`src/core/vme_pkg.sv`:
```
// constants and types shared by the video encoder mode-register bank.
// assumes a single 250 MHz system clock domain.
package vme_pkg;

  // ---------------------------------------------------------------
  // register map (sub-addresses on the two-wire bus)
  // ---------------------------------------------------------------
  localparam logic [7:0] OFS_MODE_CONTROL_PRIMARY   = 8'h00;
  localparam logic [7:0] OFS_MODE_CONTROL_SECONDARY = 8'h01;
  localparam logic [7:0] RST_MODE_CONTROL_PRIMARY   = 8'h00;
  localparam logic [7:0] RST_MODE_CONTROL_SECONDARY = 8'h00;

  // ---------------------------------------------------------------
  // field positions
  // ---------------------------------------------------------------
  localparam int P_OVERRIDE     = 7;
  localparam int P_CHROMA_TWOS  = 6;
  localparam int P_DAC_SLEEP    = 5;
  localparam int P_RGB_SELECT   = 4;
  localparam int P_MODE_MSB     = 3;
  localparam int P_BLACK_SETUP  = 7;
  localparam int P_NONSTD_LINES = 6;
  localparam int P_RGB_RANGE    = 5;
  localparam int P_STD_625      = 3;

  // ---------------------------------------------------------------
  // video mode codes
  // ---------------------------------------------------------------
  localparam logic [3:0] MODE_525_656      = 4'h0;
  localparam logic [3:0] MODE_525_27M      = 4'h1;
  localparam logic [3:0] MODE_525_SQUARE   = 4'h2;
  localparam logic [3:0] MODE_525_4FSC     = 4'h3;
  localparam logic [3:0] MODE_525_13M5     = 4'h5;
  localparam logic [3:0] MODE_525_12M27    = 4'h6;
  localparam logic [3:0] MODE_525_14M32    = 4'h7;
  localparam logic [3:0] MODE_625_656      = 4'h8;
  localparam logic [3:0] MODE_625_27M      = 4'h9;
  localparam logic [3:0] MODE_625_SQUARE   = 4'hA;
  localparam logic [3:0] MODE_625_13M5     = 4'hD;
  localparam logic [3:0] MODE_625_14M75    = 4'hE;
  localparam logic [3:0] MODE_SLEEP_OR_BAD = 4'hF;

  // ---------------------------------------------------------------
  // serial bus
  // ---------------------------------------------------------------
  localparam logic [6:0] DEV_ADDR_DEFAULT = 7'h40;
  localparam logic [3:0] BITS_PER_BYTE    = 4'h8;
  localparam logic [3:0] BITCNT_RESET     = 4'h0;

  typedef enum logic [2:0] {
    ST_IDLE, ST_ADDR, ST_ACK_ADDR, ST_SUB, ST_ACK_SUB, ST_DATA, ST_ACK_DATA
  } vme_bus_st_t;

endpackage : vme_pkg

```
`src/core/vme_top.sv`:
```
// write-only mode-control register bank of the video encoder, reached by
// sub-address over the two-wire serial bus, plus the decode of its fields.
// assumes the bus wire is resolved outside from o_sda and o_sda_oe_n.
//
// Function
// - registers writable, never read back
// - primary bit 7 picks pin or register mode
// - primary bit 6 selects chroma number format
// - primary bit 5 puts converters to sleep
// - primary bit 4 rgb only in listed modes
// - register mode field replaces the mode pins
// - codes for the 525-line standard
// - codes for 625-line standard, 1111 invalid
// - register never selects full logic sleep
// - secondary bit 7 black setup, 525 only
// - secondary bit 6 accepts non-standard line counts
// - secondary bit 5 picks rgb input range
// - full sleep only from pins, ycbcr, 1111
// - rgb needs pin, qualifying code, register bit
module vme_top #(
  parameter logic [6:0] DEV_ADDR = vme_pkg::DEV_ADDR_DEFAULT
) (
  input  wire logic       i_sys_clk,       // 250 MHz system clock
  input  wire logic       i_nrst,          // async reset, active low
  input  wire logic       i_scl,           // serial bus clock pin
  input  wire logic       i_sda,           // serial bus data pin level
  output logic            o_sda,           // data driven, always low
  output logic            o_sda_oe_n,      // data enable, low = drive
  input  wire logic [3:0] i_mode_pins,     // external video mode pins
  input  wire logic       i_input_colour_space_select, // 1 = rgb pin
  output logic [3:0]      o_video_mode,    // effective mode code
  output logic            o_std_625,       // 625-line standard
  output logic            o_serial_656,    // embedded-sync input
  output logic            o_mode_invalid,  // register code 1111
  output logic            o_chroma_twos,   // chroma is two's complement
  output logic            o_dac_sleep,     // converters asleep
  output logic            o_logic_sleep,   // full sleep
  output logic            o_rgb_input,     // rgb input active
  output logic            o_black_setup,   // 7.5 ire setup active
  output logic            o_nonstd_lines,  // non-standard line counts ok
  output logic            o_rgb_limited,   // rgb range 16..235
  output logic [4:0]      o_secondary_low  // remaining secondary bits
);

  // ---------------------------------------------------------------
  // reset release and input synchronisers
  // ---------------------------------------------------------------
  logic [1:0] rst_sync_reg;
  logic       rst_n;

  always_ff @(posedge i_sys_clk or negedge i_nrst) begin
    if (!i_nrst) begin
      rst_sync_reg <= 2'h0;
    end else begin
      rst_sync_reg <= {rst_sync_reg[0], 1'b1};
    end
  end
  assign rst_n = rst_sync_reg[1];

  logic [6:0] pins_s;
  logic       scl;
  logic       sda;
  logic [3:0] pin_mode;
  logic       pin_rgb;

  vme_sync #(
    .W (7)
  ) u_sync (
    .i_clk   (i_sys_clk),
    .i_rst_n (rst_n),
    .i_d     ({i_scl, i_sda, i_mode_pins, i_input_colour_space_select}),
    .o_q     (pins_s)
  );

  assign scl      = pins_s[6];
  assign sda      = pins_s[5];
  assign pin_mode = pins_s[4:1];
  assign pin_rgb  = pins_s[0];

  // ---------------------------------------------------------------
  // state
  // ---------------------------------------------------------------
  typedef struct packed {
    vme_pkg::vme_bus_st_t state;
    logic [3:0]           bitcnt;
    logic [7:0]           shreg;
    logic [7:0]           sub;
    logic                 scl_q;
    logic                 sda_q;
    logic                 sda_oe_n;
    logic [7:0]           primary;
    logic [7:0]           secondary;
    logic [3:0]           video_mode;
    logic                 std_625;
    logic                 serial_656;
    logic                 mode_invalid;
    logic                 chroma_twos;
    logic                 dac_sleep;
    logic                 logic_sleep;
    logic                 rgb_input;
    logic                 black_setup;
    logic                 nonstd_lines;
    logic                 rgb_limited;
  } vme_top_st_t;

  vme_top_st_t st_reg;
  vme_top_st_t st_next;

  always_comb begin
    logic       scl_rise;
    logic       scl_fall;
    logic       start;
    logic       stop;
    logic       done;
    logic [3:0] mode;
    logic       qual;
    scl_rise = 1'b0;
    scl_fall = 1'b0;
    start    = 1'b0;
    stop     = 1'b0;
    done     = 1'b0;
    mode     = 4'h0;
    qual     = 1'b0;
    st_next  = st_reg;

    // -------------------------------------------------------------
    // bus slave: start/stop detection on synchronised pins only
    // -------------------------------------------------------------
    scl_rise = scl & ~st_reg.scl_q;
    scl_fall = ~scl & st_reg.scl_q;
    start    = st_reg.scl_q & scl & st_reg.sda_q & ~sda;
    stop     = st_reg.scl_q & scl & ~st_reg.sda_q & sda;
    done     = scl_fall && (st_reg.bitcnt == vme_pkg::BITS_PER_BYTE);
    st_next.scl_q = scl;
    st_next.sda_q = sda;

    if (start) begin
      st_next.state    = vme_pkg::ST_ADDR;
      st_next.bitcnt   = vme_pkg::BITCNT_RESET;
      st_next.sda_oe_n = 1'b1;
    end else if (stop) begin
      st_next.state    = vme_pkg::ST_IDLE;
      st_next.sda_oe_n = 1'b1;
    end else begin
      case (st_reg.state)
        vme_pkg::ST_IDLE: begin
          st_next.sda_oe_n = 1'b1;
        end
        vme_pkg::ST_ADDR, vme_pkg::ST_SUB, vme_pkg::ST_DATA: begin
          if (scl_rise && st_reg.bitcnt != vme_pkg::BITS_PER_BYTE) begin
            st_next.shreg  = {st_reg.shreg[6:0], sda};
            st_next.bitcnt = st_reg.bitcnt + 4'h1;
          end else if (done) begin
            st_next.sda_oe_n = 1'b0;
            if (st_reg.state == vme_pkg::ST_ADDR) begin
              // a read request is left unanswered: nothing reads back
              if (st_reg.shreg[7:1] == DEV_ADDR && !st_reg.shreg[0]) begin
                st_next.state = vme_pkg::ST_ACK_ADDR;
              end else begin
                st_next.state    = vme_pkg::ST_IDLE;
                st_next.sda_oe_n = 1'b1;
              end
            end else if (st_reg.state == vme_pkg::ST_SUB) begin
              st_next.sub   = st_reg.shreg;
              st_next.state = vme_pkg::ST_ACK_SUB;
            end else begin
              if (st_reg.sub == vme_pkg::OFS_MODE_CONTROL_PRIMARY) begin
                st_next.primary = st_reg.shreg;
              end
              if (st_reg.sub == vme_pkg::OFS_MODE_CONTROL_SECONDARY) begin
                st_next.secondary = st_reg.shreg;
              end
              // auto-increment lets one burst load both registers
              st_next.sub   = st_reg.sub + 8'h01;
              st_next.state = vme_pkg::ST_ACK_DATA;
            end
          end
        end
        vme_pkg::ST_ACK_ADDR, vme_pkg::ST_ACK_SUB,
        vme_pkg::ST_ACK_DATA: begin
          if (scl_fall) begin
            st_next.sda_oe_n = 1'b1;
            st_next.bitcnt   = vme_pkg::BITCNT_RESET;
            st_next.state    = (st_reg.state == vme_pkg::ST_ACK_ADDR) ?
                               vme_pkg::ST_SUB : vme_pkg::ST_DATA;
          end
        end
        default: begin
          st_next.state    = vme_pkg::ST_IDLE;
          st_next.sda_oe_n = 1'b1;
        end
      endcase
    end

    // -------------------------------------------------------------
    // field decode, registered so every output leaves a flip-flop
    // -------------------------------------------------------------
    mode = st_reg.primary[vme_pkg::P_OVERRIDE] ?
           st_reg.primary[vme_pkg::P_MODE_MSB:0] : pin_mode;
    case (mode)
      vme_pkg::MODE_525_13M5, vme_pkg::MODE_525_12M27,
      vme_pkg::MODE_525_14M32, vme_pkg::MODE_625_13M5,
      vme_pkg::MODE_625_14M75: qual = 1'b1;
      default:                 qual = 1'b0;
    endcase
    st_next.video_mode   = mode;
    st_next.std_625      = mode[vme_pkg::P_STD_625];
    st_next.serial_656   = (mode == vme_pkg::MODE_525_656) ||
                           (mode == vme_pkg::MODE_625_656);
    // 1111 from the register is flagged only, never turned into sleep
    st_next.mode_invalid = st_reg.primary[vme_pkg::P_OVERRIDE] &&
                           (mode == vme_pkg::MODE_SLEEP_OR_BAD);
    st_next.chroma_twos  = st_reg.primary[vme_pkg::P_CHROMA_TWOS];
    st_next.logic_sleep  = !st_reg.primary[vme_pkg::P_OVERRIDE] &&
                           !pin_rgb &&
                           (pin_mode == vme_pkg::MODE_SLEEP_OR_BAD);
    st_next.dac_sleep    = st_reg.primary[vme_pkg::P_DAC_SLEEP] ||
                           st_next.logic_sleep;
    st_next.rgb_input    = pin_rgb && qual &&
                           st_reg.primary[vme_pkg::P_RGB_SELECT];
    st_next.black_setup  = st_reg.secondary[vme_pkg::P_BLACK_SETUP] &&
                           !mode[vme_pkg::P_STD_625];
    st_next.nonstd_lines = st_reg.secondary[vme_pkg::P_NONSTD_LINES];
    st_next.rgb_limited  = st_next.rgb_input &&
                           st_reg.secondary[vme_pkg::P_RGB_RANGE];
  end

  always_ff @(posedge i_sys_clk or negedge rst_n) begin
    if (!rst_n) begin
      st_reg           <= '0;
      st_reg.state     <= vme_pkg::ST_IDLE;
      st_reg.scl_q     <= 1'b1;
      st_reg.sda_q     <= 1'b1;
      st_reg.sda_oe_n  <= 1'b1;
      // mode 0000 applies in reset, so its decode must say embedded sync
      st_reg.serial_656 <= 1'b1;
      st_reg.primary   <= vme_pkg::RST_MODE_CONTROL_PRIMARY;
      st_reg.secondary <= vme_pkg::RST_MODE_CONTROL_SECONDARY;
    end else begin
      st_reg <= st_next;
    end
  end

  // ---------------------------------------------------------------
  // outputs
  // ---------------------------------------------------------------
  assign o_sda           = 1'b0;
  assign o_sda_oe_n      = st_reg.sda_oe_n;
  assign o_video_mode    = st_reg.video_mode;
  assign o_std_625       = st_reg.std_625;
  assign o_serial_656    = st_reg.serial_656;
  assign o_mode_invalid  = st_reg.mode_invalid;
  assign o_chroma_twos   = st_reg.chroma_twos;
  assign o_dac_sleep     = st_reg.dac_sleep;
  assign o_logic_sleep   = st_reg.logic_sleep;
  assign o_rgb_input     = st_reg.rgb_input;
  assign o_black_setup   = st_reg.black_setup;
  assign o_nonstd_lines  = st_reg.nonstd_lines;
  assign o_rgb_limited   = st_reg.rgb_limited;
  assign o_secondary_low = st_reg.secondary[4:0];

endmodule : vme_top

```
`src/core/vme_sync.sv`:
```
// two-flop synchroniser for asynchronous inputs, W bits wide.
// assumes an active-low reset already released in the clock domain.
module vme_sync #(
  parameter int W = 1
) (
  input  wire logic         i_clk,   // destination clock
  input  wire logic         i_rst_n, // synchronised reset, active low
  input  wire logic [W-1:0] i_d,     // asynchronous input
  output logic      [W-1:0] o_q      // synchronised output
);

  typedef struct packed {
    logic [W-1:0] meta;
    logic [W-1:0] stable;
  } vme_sync_st_t;

  vme_sync_st_t st_reg;
  vme_sync_st_t st_next;

  always_comb begin
    st_next.meta   = i_d;
    st_next.stable = st_reg.meta;
  end

  always_ff @(posedge i_clk or negedge i_rst_n) begin
    if (!i_rst_n) begin
      st_reg <= '0;
    end else begin
      st_reg <= st_next;
    end
  end

  assign o_q = st_reg.stable;

endmodule : vme_sync

```
`config.mk`:
```
export PLATFORM = sky130hd
export DESIGN_NAME = vme_top
export DESIGN_NICKNAME = d
export VERILOG_FILES = /design/src/core/vme_pkg.sv /design/src/core/vme_top.sv /design/src/core/vme_sync.sv
export SDC_FILE = /design/constraint.sdc
export NUM_CORES = 1
export LEC_CHECK = 0
export ABC_AREA = 1
export BUFFER_PORTS_ARGS = -buffer_cell sky130_fd_sc_hd__buf_4
export CAP_MARGIN = 10
export CORE_MARGIN = 3
export CORE_UTILIZATION = 55
export CTS_BUF_LIST = sky130_fd_sc_hd__clkbuf_4 sky130_fd_sc_hd__clkbuf_8
export CTS_CLUSTER_DIAMETER = 120
export CTS_CLUSTER_SIZE = 14
export DETAILED_ROUTE_END_ITERATION = 10
export PLACE_DENSITY = 0.79
export SYNTH_ARGS = -nofsm -noshare
export SYNTH_HDL_FRONTEND = slang
export SYNTH_SLANG_ARGS = --single-unit
```
`constraint.sdc`:
```
create_clock -name i_sys_clk -period 2.19 [get_ports i_sys_clk]
set_input_delay 0.438 -clock i_sys_clk [delete_from_list [all_inputs] [get_ports i_sys_clk]]
set_output_delay 0.438 -clock i_sys_clk [all_outputs]
set_load 0.02 [all_outputs]
```
==> flow_metrics.py <==
metrics = {
    "critical_path": {
        "crit_chain": "inv_1, ha_1, nand3_1, nand2_2, nand3_1, inv_1, nand4_2, nand2_1, nand2_1",
        "critical_path.max_stage_delay_ps": 430,
        "crit_path_top_delay_cell": "dfrtp_1",
        "crit_type": "reg2reg",
        "required_ps": 2420,
        "crit_arrival_ps": 2010,
        "endpoint_kind": "flop",
        "critPathLaunchType": "flop",
        "worstPathMaxFanout": 8,
    },
    "cells_and_area": {
        "areaGrowthSynthToFinish_pct": 13.3,
        "final_cell_mix": "138 x nand2_1, 66 x dfrtp_1, 33 x inv_1, 28 x buf_4, 26 x nand3_1",
        "layout_commonest_cell": "nand2_1",
        "stdcell_area_sq_mm": 0.00359,
        "fill_cells": 440,
        "num_antenna_cells": 0,
        "final_layout_size_suffix_gt1_frac": 0.171,
        "largest_register_ffs": 34,
        "final_util": 0.672,
        "finalNetCount": 412,
    },
    "clock_tree": {
        "clock_latency_ps": 340,
        "cts_tree": "yes",
        "cts.sink_count": 71,
        "cts_inserted_buffers": 9,
        "cts_max_level": 3,
        "cts_max_path_buffers": 2,
        "clockRootBuffer": "clkbuf_8",
        "cts.clk_slew.worst_paths_ps": 70,
    },
    "pwr": {
        "power_mw": 2.67,
        "ir_drop_mv": 0.497,
        "p_leak_nw": 1.90,
        "powerDensity_mw_per_mm2": 744,
    },
    "synth": {
        "yosys.area.top_type": "dfrtp_1",
        "synth.area.top_cells": "dfrtp_1 53%, nand2_1 16%, nand3_1 4.1%",
        "syn_area_per_cell_sq_um": 8.56,
        "ys_ff_latch": 71,
        "synth-compound-area-share": 0.0415,
        "syn-cell-area_sq_mm": 0.00317,
        "synth_nets": 384,
        "synth.distinct_cells": 31,
        "synth_cells": 370,
        "synth-xor-area-share": 0.00553,
        "synthMuxAreaShare": 0,
        "synth_top_family_by_area": "simple AND/OR/NAND/NOR gates",
        "yosysWarnings": 0,
        "yosysTopAreaCellShare": 0.530,
        "synth_fa_ha_area_frac": 0.0198,
        "synthSimpleGateAreaFrac": 0.291,
        "ys_seq_area_frac": 0.563,
    },
    "floorplan": {
        "io_pins": 30,
        "rows": 26,
        "core_sq_mm": 0.00534,
        "initial_utilization": 0.593,
        "die_h_um": 81.9,
        "die_area_sq_mm": 0.00670,
        "die_x_um": 81.9,
    },
    "routing": {
        "drtIter0Drc": 266,
        "dr.pass1.iters": 4,
        "dr.max_layer_used": "met4",
        "wl_met1_um": 2750,
        "via_per_inst": 5.11,
        "route.detailed.wl_per_inst_um": 12.5,
        "drt_wl_total_um": 5930,
        "drc": 0,
        "met3_length_um": 238,
        "wl_met2_um": 2830,
        "postRouteAntennaNets": 0,
        "via_count": 2418,
    },
    "global_route": {
        "grt_max_degree": 46,
        "grt_use_total": 0.212,
        "gr-total-overflow": 0,
        "grt_antenna_before_repair": 0,
        "grt_pass1_wl_um": 10600,
        "grt_pass1_vias": 2424,
    },
    "placement": {
        "gp_congestion": 0.865,
        "post-place-ws_ps": 434,
        "placed_area_sq_mm": 0.00339,
        "port_buffers": 28,
        "hpwl_um": 4270,
    },
    "status": {
        "outcome": "finished, final reports clean",
    },
    "hold_path": {
        "hp-class": "in2reg",
    },
    "run": {
        "drv_cap": 0,
    },
    "timing": {
        "hold_viol": 0,
        "max-slew-margin-rel": 0.641,
        "fmax_mhz": 560,
        "final_max_slew_viol_count": 0,
        "worst_slack_ps": 404,
        "worstMarginPinSlew_ps": 539,
        "rsz0062_at_grt": "false",
        "period_minus_slack_ps": 1790,
        "setup_tns_ps": 0,
        "min_period_over_period": 0.816,
        "clock_skew_ps": 10.4,
        "finalSetupViolCount": 0,
    },
}
-- stage by stage --
stage | hold slack (ps) | instances
6_report | 198 | 473
5_1_grt | 173 | 473
4_1_cts | 182 | 473
3_5_place_dp | 221 | 456
3_3_place_gp | 220 | 456
2_1_floorplan | 142 | 370
-- power by group --
group	switching (mW)	total [mW]	internal (mW)	leakage (nW)
clock	0.487	0.975	0.488	0.0924
combinational	0.139	0.220	0.0810	0.897
sequential	0.0870	1.47	1.39	0.915
total	0.713	2.67	1.95	1.90
-- worst paths after layout --
| path | startpoint | endpoint | slack, ps | cells past startpoint |
|---|---|---|---|---|
| max | st_reg[49] | o_secondary_low[4] | 400 | 9 |
| min | i_scl | u_sync.st_next[6] | 200 | 1 |
| max reg2reg | st_reg[49] | o_secondary_low[4] | 400 | 9 |
| min reg2reg | rst_sync_reg[1] | st_reg[49] | 250 | 0 |
| max in group asynchronous | rst_sync_reg[1] | o_serial_656 | 1280 | 1 |
| min in group asynchronous | rst_sync_reg[1] | st_reg[49] | 250 | 0 |
-- per-layer routing --
metal / GRT usage / up-vias
li1: - / 1199
met2: 0.345 / 54
met5: 0 / -
met1: 0.268 / 1152
met3: 0.0570 / 13
met4: 0.0864 / 0
-- area by class of cell --
| type | instances | area, sq um | area share |
|---|---|---|---|
| flip-flops and latches | 71 | 1780 | 0.497 |
| multi-input cells | 246 | 1140 | 0.317 |
| repair buffers | 30 | 240 | 0.0670 |
| clock inverters | 4 | 28.8 | 0.00802 |
| well taps | 70 | 87.6 | 0.0244 |
| inverters | 40 | 150 | 0.0419 |
| clock buffers | 12 | 159 | 0.0443 |
-- Yosys cell counts, drive strengths merged --
cell type / instances
nor4: 1
nor2: 24
dfstp: 4
nand3: 27
and2: 1
o21ai: 22
a21oi: 2
xnor2: 1
conb: 2
buf: 12
nand2: 141
ha: 5
clkbuf: 1
xor2: 1
nor3: 7
nand4: 8
or2: 3
nand3b: 1
dfrtp: 67
inv: 40
-- cells by family after synthesis --
kind of cell | after synthesis
AOI/OAI and AO/OA | 24
xor gates and xnor gates | 2
buffers and inverters | 53
and+or+nand+nor | 213
DFF | 71
other | 2
adders and majority gates | 5
-- worst max-delay path: cells and delay by family (launching register included) --
family	cells	cell delay, ps
flops	1	430
fa+ha+maj	1	160
buf+inv	2	230
simple gates	6	850
-- timing repair --
action,4_1_cts,5_1_grt
resized for setup,0,0
hold buffers,1,0
hold endpoints to repair,2,0
setup buffers,0,0
Note: power is estimated with default switching activity, not from simulation.
